File: src/verilog/crs_defs.vh
// Constants for the CPU register set: widths, indices, system register numbers.
// Assumes inclusion by bare name from the design files only.
`ifndef CRS_DEFS_VH
`define CRS_DEFS_VH

`define CRS_XLEN 32
`define CRS_IDX_W 5
`define CRS_GPR_ZERO 5'h0_0
`define CRS_GPR_EP 5'h1_e
`define CRS_PC_VALID_W 26
`define CRS_PC_MASK 32'h03ff_fffe
`define CRS_SR_IRQ_PC 5'h0_0
`define CRS_SR_IRQ_ST 5'h0_1
`define CRS_SR_NMI_PC 5'h0_2
`define CRS_SR_NMI_ST 5'h0_3
`define CRS_SR_CAUSE 5'h0_4
`define CRS_SR_PSW 5'h0_5
`define CRS_SR_TC_PC 5'h1_0
`define CRS_SR_TC_ST 5'h1_1
`define CRS_SR_DBG_PC 5'h1_2
`define CRS_SR_DBG_ST 5'h1_3
`define CRS_SR_TC_BASE 5'h1_4
`define CRS_RST_WORD 32'h0000_0000

`endif

File: src/verilog/crs_gpr_mem.v
// General-purpose register storage: one write port, two registered read ports.
// Assumes the caller clears index zero during reset and discards later writes to it.
`timescale 1ns/1ps
`default_nettype none
`include "crs_defs.vh"

module crs_gpr_mem #(
  parameter WIDTH = 32,
  parameter DEPTH = 32,
  parameter AW = 5
) (
  input wire i_mclk,
  input wire i_we,
  input wire [AW-1:0] i_waddr,
  input wire [WIDTH-1:0] i_wdata,
  input wire [AW-1:0] i_raddr_a,
  input wire [AW-1:0] i_raddr_b,
  output reg [WIDTH-1:0] o_rdata_a,
  output reg [WIDTH-1:0] o_rdata_b
);
  reg [WIDTH-1:0] mem [0:DEPTH-1];

  always @(posedge i_mclk) begin
    if (i_we) begin
      mem[i_waddr] <= i_wdata;
    end
    o_rdata_a <= mem[i_raddr_a];
    o_rdata_b <= mem[i_raddr_b];
  end
endmodule // crs_gpr_mem
`default_nettype wire

File: src/verilog/crs_register_set.v
// CPU architectural register set: 32 GPRs, program counter, system registers.
// Assumes the decode/execute pipeline drives all requests synchronously to i_mclk.
`timescale 1ns/1ps
`default_nettype none
`include "crs_defs.vh"

// Operation
// [RULE1] Thirty-two general-purpose registers, index 0 to 31, hold data or addresses.
// [RULE2] Every register, general or system, is 32 bits wide.
// [RULE3] GPR index 0 always reads as zero. Here it reads unknown until the first reset clears it.
// [RULE4] Short loads and stores use GPR index 30 as base pointer.
// [RULE5] A separate program counter holds the executing instruction address.
// [RULE6] PC spans 64 MB program space; data addresses span 4 GB.
// [RULE7] Dedicated save pairs, cause, status word and table-call base exist.
// [RULE8] Only PC bits 25..1 live; bits 31..26 and 0 read zero.
// [RULE9] System registers selected by number; cause is read-only at 4.
// [RULE10] Writes to GPR index 0 are discarded.
module crs_register_set #(
  parameter XLEN = `CRS_XLEN
) (
  input wire i_mclk,
  input wire i_rst,
  input wire [`CRS_IDX_W-1:0] i_rd_idx_a,
  input wire [`CRS_IDX_W-1:0] i_rd_idx_b,
  input wire i_short_mem,
  input wire i_gpr_we,
  input wire [`CRS_IDX_W-1:0] i_gpr_widx,
  input wire [XLEN-1:0] i_gpr_wdata,
  input wire i_pc_we,
  input wire [XLEN-1:0] i_pc_wdata,
  input wire [`CRS_IDX_W-1:0] i_sr_idx,
  input wire i_sr_we,
  input wire [XLEN-1:0] i_sr_wdata,
  input wire i_cause_we,
  input wire [XLEN-1:0] i_cause_wdata,
  output wire [XLEN-1:0] o_rdata_a,
  output wire [XLEN-1:0] o_rdata_b,
  output reg [XLEN-1:0] o_pc,
  output reg [XLEN-1:0] o_sr_rdata,
  output reg o_sr_bad,
  output reg [XLEN-1:0] o_psw
);
  // ****************************************************************
  // General-purpose registers
  // ****************************************************************
  wire [`CRS_IDX_W-1:0] idx_a;
  wire gpr_we;
  wire mem_we;
  wire [`CRS_IDX_W-1:0] mem_waddr;
  wire [XLEN-1:0] mem_wdata;

  assign idx_a = i_short_mem ? `CRS_GPR_EP : i_rd_idx_a; // [RULE4]
  assign gpr_we = i_gpr_we && (i_gpr_widx != `CRS_GPR_ZERO); // [RULE10]

  // ****************************************************************
  // Index zero clearing
  // ****************************************************************
  // Index zero is cleared through the write port while reset is high, and every later
  // write to it is dropped, so it reads zero with no mux behind the memory.
  // That keeps both read ports straight from the memory's output registers.
  // A read of index zero before the first reset returns unknown data.
  assign mem_we = i_rst | gpr_we;
  assign mem_waddr = i_rst ? `CRS_GPR_ZERO : i_gpr_widx;
  assign mem_wdata = i_rst ? `CRS_RST_WORD : i_gpr_wdata; // [RULE3]

  // ****************************************************************
  // Storage
  // ****************************************************************
  crs_gpr_mem #(.WIDTH(XLEN), .DEPTH(32), .AW(`CRS_IDX_W)) u_mem ( // [RULE1]
    .i_mclk(i_mclk),
    .i_we(mem_we),
    .i_waddr(mem_waddr),
    .i_wdata(mem_wdata),
    .i_raddr_a(idx_a),
    .i_raddr_b(i_rd_idx_b),
    .o_rdata_a(o_rdata_a),
    .o_rdata_b(o_rdata_b)
  );

  // ****************************************************************
  // Program counter and system registers
  // ****************************************************************
  localparam NSLOT = 10;
  localparam [3:0] SLOT_IRQ_PC = 4'h0;
  localparam [3:0] SLOT_IRQ_ST = 4'h1;
  localparam [3:0] SLOT_NMI_PC = 4'h2;
  localparam [3:0] SLOT_NMI_ST = 4'h3;
  localparam [3:0] SLOT_CAUSE = 4'h4;
  localparam [3:0] SLOT_TC_PC = 4'h5;
  localparam [3:0] SLOT_TC_ST = 4'h6;
  localparam [3:0] SLOT_DBG_PC = 4'h7;
  localparam [3:0] SLOT_DBG_ST = 4'h8;
  localparam [3:0] SLOT_TC_BASE = 4'h9;
  localparam [3:0] SLOT_STATUS = 4'he;
  localparam [3:0] SLOT_NONE = 4'hf;

  wire [XLEN-1:0] sr_q [0:NSLOT-1]; // [RULE2]
  wire [NSLOT-1:0] slot_load;
  reg [XLEN-1:0] sr_rd_nxt;
  reg sr_bad_nxt;
  reg [3:0] rd_slot;

  // Numbers 0..4 sit in slots 0..4 and numbers 16..20 in slots 5..9. The status word
  // has no slot, because it is a port of its own and must not lag a slot copy.
  function [3:0] sr_slot;
    input [`CRS_IDX_W-1:0] num;
    begin
      case (num)
        `CRS_SR_IRQ_PC: sr_slot = SLOT_IRQ_PC;
        `CRS_SR_IRQ_ST: sr_slot = SLOT_IRQ_ST;
        `CRS_SR_NMI_PC: sr_slot = SLOT_NMI_PC;
        `CRS_SR_NMI_ST: sr_slot = SLOT_NMI_ST;
        `CRS_SR_CAUSE: sr_slot = SLOT_CAUSE;
        `CRS_SR_PSW: sr_slot = SLOT_STATUS;
        `CRS_SR_TC_PC: sr_slot = SLOT_TC_PC;
        `CRS_SR_TC_ST: sr_slot = SLOT_TC_ST;
        `CRS_SR_DBG_PC: sr_slot = SLOT_DBG_PC;
        `CRS_SR_DBG_ST: sr_slot = SLOT_DBG_ST;
        `CRS_SR_TC_BASE: sr_slot = SLOT_TC_BASE;
        default: sr_slot = SLOT_NONE;
      endcase
    end
  endfunction

  // The cause slot is left out: it takes only the hardware load.
  function sr_soft_load;
    input we;
    input [`CRS_IDX_W-1:0] num;
    input [3:0] slot;
    begin
      sr_soft_load = we && (sr_slot(num) == slot) && (slot != SLOT_CAUSE); // [RULE9]
    end
  endfunction

  // ****************************************************************
  // System register write decode
  // ****************************************************************
  // The debug pair is writable at any time here; restricting it to trap handling is
  // left to the pipeline, which knows when a trap is being serviced.
  genvar w;
  generate
    for (w = 0; w < NSLOT; w = w + 1) begin : g_load
      localparam [3:0] SLOT_ID = w;
      if (SLOT_ID == SLOT_CAUSE) begin : g_hw
        assign slot_load[w] = i_cause_we;
      end else begin : g_sw
        assign slot_load[w] = sr_soft_load(i_sr_we, i_sr_idx, SLOT_ID); // [RULE9]
      end
    end
  endgenerate

  // ****************************************************************
  // System register slots
  // ****************************************************************
  genvar j;
  generate
    for (j = 0; j < NSLOT; j = j + 1) begin : g_slot
      localparam [3:0] SLOT_ID = j;
      reg [XLEN-1:0] q_r;
      always @(posedge i_mclk) begin
        if (i_rst) begin
          q_r <= `CRS_RST_WORD; // [RULE7]
        end else if (slot_load[j]) begin
          q_r <= (SLOT_ID == SLOT_CAUSE) ? i_cause_wdata : i_sr_wdata;
        end
      end
      assign sr_q[j] = q_r;
    end
  endgenerate

  // ****************************************************************
  // System register read
  // ****************************************************************
  always @* begin
    rd_slot = sr_slot(i_sr_idx);
    sr_bad_nxt = (rd_slot == SLOT_NONE); // [RULE9]
    sr_rd_nxt = `CRS_RST_WORD;
    if (rd_slot == SLOT_STATUS) begin
      sr_rd_nxt = o_psw;
    end else if (rd_slot < NSLOT) begin
      sr_rd_nxt = sr_q[rd_slot];
    end
  end

  // ****************************************************************
  // Program counter
  // ****************************************************************
  // The mask drops bit 0 and every carry past the valid range in one place.
  always @(posedge i_mclk) begin
    if (i_rst) begin
      o_pc <= `CRS_RST_WORD;
    end else if (i_pc_we) begin
      o_pc <= i_pc_wdata & `CRS_PC_MASK; // [RULE5] [RULE6] [RULE8]
    end
  end

  // ****************************************************************
  // Status word and read-back registers
  // ****************************************************************
  // A reserved number reads zero and raises o_sr_bad; its writes are dropped.
  always @(posedge i_mclk) begin
    if (i_rst) begin
      o_psw <= `CRS_RST_WORD;
      o_sr_rdata <= `CRS_RST_WORD;
      o_sr_bad <= 1'b0;
    end else begin
      o_sr_rdata <= sr_rd_nxt;
      o_sr_bad <= sr_bad_nxt;
      if (sr_soft_load(i_sr_we, i_sr_idx, SLOT_STATUS)) begin
        o_psw <= i_sr_wdata; // [RULE9]
      end
    end
  end
endmodule // crs_register_set
`default_nettype wire

File: config.mk
export PLATFORM = sky130hd
export DESIGN_NAME = crs_register_set
export DESIGN_NICKNAME = d
export VERILOG_FILES = /design/src/verilog/crs_gpr_mem.v /design/src/verilog/crs_register_set.v
export VERILOG_INCLUDE_DIRS = /design/src /design/src/verilog
export SDC_FILE = /design/constraint.sdc
export NUM_CORES = 2
export LEC_CHECK = 0
export BUFFER_PORTS_ARGS = -buffer_cell sky130_fd_sc_hd__buf_2
export CAP_MARGIN = 20
export CORE_MARGIN = 2
export CORE_UTILIZATION = 55
export CTS_BUF_LIST = sky130_fd_sc_hd__clkbuf_16
export DETAILED_ROUTE_END_ITERATION = 16
export PLACE_DENSITY_LB_ADDON = 0.3
export SYNTH_ARGS = -nofsm -noshare
export SYNTH_HDL_FRONTEND = slang
export SYNTH_SLANG_ARGS = --single-unit
export TNS_END_PERCENT = 100
File: constraint.sdc
create_clock -name i_mclk -period 4.4 [get_ports i_mclk]
set_input_delay 0.22 -clock i_mclk [delete_from_list [all_inputs] [get_ports i_mclk]]
set_output_delay 0.22 -clock i_mclk [all_outputs]
set_load 0.01 [all_outputs]
==> flow_summary.ini <==
[outcome]
status = completed

[yosys]
avgSynthCellArea_sq_um = 14.74
synth_flop_cell = edfxtp_1
synth_edf_count = 1024
yosys.area.top_type_share = 0.4648
synth_top_family_by_area = multiplexers
yosysWarnings = 0
ys_seq_area_frac = 0.6082
synth_xor_area_frac = 0
ys_ff_latch = 1498
synthAdderAreaFrac = 0.0005674
yosys.area_share.simple = 0.05772
syn_area_sq_um = 66150
ys_async_sr_fraction = 0
synth_area_leaders = edfxtp_1, mux4_2, dfxtp_1
ys_top_cells_by_count = edfxtp_1, nand2_1, mux4_2
synth_top_area_cell = edfxtp_1
muxShareOfSynthArea = 0.2414
syn_inst = 4488
synth_compound_area_frac = 0.06448
synth.distinct_cells = 52
yosys.cell_count.top_type = edfxtp_1

[min_path]
holdPathStages = 3
worstHoldEndpoint = u_mem.mem[6][11]
min_from = i_gpr_wdata[11]
hp-class = input port to register

[sta]
maxSlewHeadroom = 0.2142
fin_setup_tns_ns = 0
clock_skew_ns = 0.04180
fin_crit_ns = 2.849
tightestPinTransition_ns = 1.179
finalHoldViolCount = 0
drv_slew = 0
finalCritPeriodShare = 0.6476
grt_setup_unrepaired = false
setup_violations = 0
fmax_mhz = 351.0

[setup_path]
reg2reg_slack_ns = 2.51
worstPathMaxFanout = 84
startpoint_type = input port
r2r-start = u_mem.mem[12][5]
r2r-end = u_mem.o_rdata_b[5]
crit_arrival_ns = 3.31
cp.required_ns = 4.86
crit_type = input port to register
r2r_cells = 3
cp-end-kind = register

[route]
wirelength_microns = 186500
antenna_left = 0
drcViolationCount = 0
drtPass1Iterations = 6
num_vias = 42915
routed_via_density = 6.516
first_iter_violations = 5297
wire_per_inst_microns = 28.31

[clock_tree]
cts.sink_count = 1498
cts_tree = done
cts.path.max_buffers = 3
cts-root-buf = clkbuf_16
numCtsBuffers = 155
clk_pin_slew_worst_paths_ns = 0.06
clk_latency_ns = 0.81
h-tree-depth = 4
post-cts-setup-buffer-count = 0

[placement]
gp_congestion = 0.8409
portBuffers = 301
hpwl_microns = 108200

[global_routing]
grt.total_usage = 0.3035
grt_pass1_vias = 42314
grt_max_degree = 129
grt.overflow.total = 0
antenna_found_initial = 13
grt_pass1_wl_microns = 274000

[pwr]
p_leak_nw = 24.12
peakVddDrop_mv = 0.4004
finalPower_mw = 30.26
cellPowerDensity_nw_per_um2 = 397.5

[floorplanning]
fp-row-count = 127
io_pins = 316
die_x_microns = 350.8
core-area_sq_um = 119700
start_util = 0.5529
fp.dieH_microns = 350.8
die_area_sq_um = 123100

[cells_and_area]
fill_cells = 8438
drive_above_1_share = 0.2740
utilization = 0.6363
syn2layout_area_growth_pct = 15.09
nNetsFinal = 5000

[flow_run]
maxCapViolCount = 0
-- final cells by class --
class | instances | area, sq um | share of cell area
Multi-Input combinational cell | 2574 | 24440 | 0.3211
Timing Repair Buffer | 588 | 4484 | 0.05890
Clock buffer | 156 | 3904 | 0.05127
Sequential cell | 1498 | 40240 | 0.5285
Clock inverter | 129 | 942.2 | 0.01237
Inverter | 25 | 93.84 | 0.001233
Antenna cell | 4 | 10.01 | 0.0001315
Tap cell | 1612 | 2017 | 0.02649
-- metrics by stage --
stage               setup slack, ns  area [sq um]  instances  hold WS [ns]
global route                  1.563         76130       6584       0.02140
floorplan                    0.9023         66180       4494        0.3671
CTS                           1.685         75820       6559      0.001630
global placement              1.103         69860       6165        0.4370
finish                        1.551         76130       6586       0.01666
detailed placement            1.065         69890       6166        0.4449
-- layout by cell type (no fill, tap or decap), types with 31 or more instances in the layout --
master	count
buf_2	295
a22oi_1	52
mux2_2	94
inv_1	67
dlygate4sd3_1	116
edfxtp_1	1024
nor2_4	31
buf_4	129
o22ai_1	93
mux2i_1	333
a21oi_1	383
clkbuf_16	156
nor2_1	66
a21o_1	31
clkinv_1	36
mux4_2	514
nand2_1	732
dfxtp_1	474
o211ai_1	84
-- routing by layer --
layer / up-vias / global-route usage / routed length, microns
met5: - / 0.009419 / 286
met4: 20 / 0.1116 / 6145
met3: 414 / 0.07218 / 20490
met2: 2629 / 0.4824 / 89440
met1: 21764 / 0.4099 / 70120
li1: 18088 / - / -
-- cells by family after synthesis --
kind of cell / after synthesis
flops: 1498
mux: 941
simple gates: 920
compound gates: 703
buf+inv: 422
fa+ha+maj: 3
other cells: 1
-- power by group --
part / internal, mW / leakage, nW / total, mW / switching, mW
Sequential: 15.2 / 12.0 / 15.3 / 0.0969
Clock: 6.91 / 2.52 / 12.5 / 5.60
Combinational: 1.02 / 9.64 / 2.42 / 1.40
-- worst max-delay path: stages --
cell           delay (ns)
dlygate4sd3_1        0.56
buf_8                0.24
nor2b_1              0.25
nand3_1              0.56
nor2_4               0.91
buf_4                0.42
-- worst max-delay path by stage --
stage / start / endpoint / cells after the start
after floorplan: i_gpr_widx[2] / u_mem.mem[14][0] / 3
after global placement: i_sr_idx[0] / o_sr_rdata[22] / 9
after detailed placement: i_sr_idx[0] / o_sr_rdata[22] / 9
after CTS: i_rst / u_mem.mem[19][17] / 6
after global routing: i_rst / u_mem.mem[19][17] / 6
final: i_rst / u_mem.mem[19][17] / 6
-- state kept, by name, indices dropped and copies added (netlist names) --
register and flops:
u_mem.mem 1024, u_mem.o_rdata_a 32, o_sr_bad 1, g_slot.q_r 320, o_psw 32, o_sr_rdata 32, o_pc 25, u_mem.o_rdata_b 32
-- timing repair --
action                                 4_1_cts  5_1_grt
endpoints found under the hold margin      477       35
gates resized for setup                      0        0
hold buffers                               108        8
Note: power is estimated with default switching activity, not from simulation.
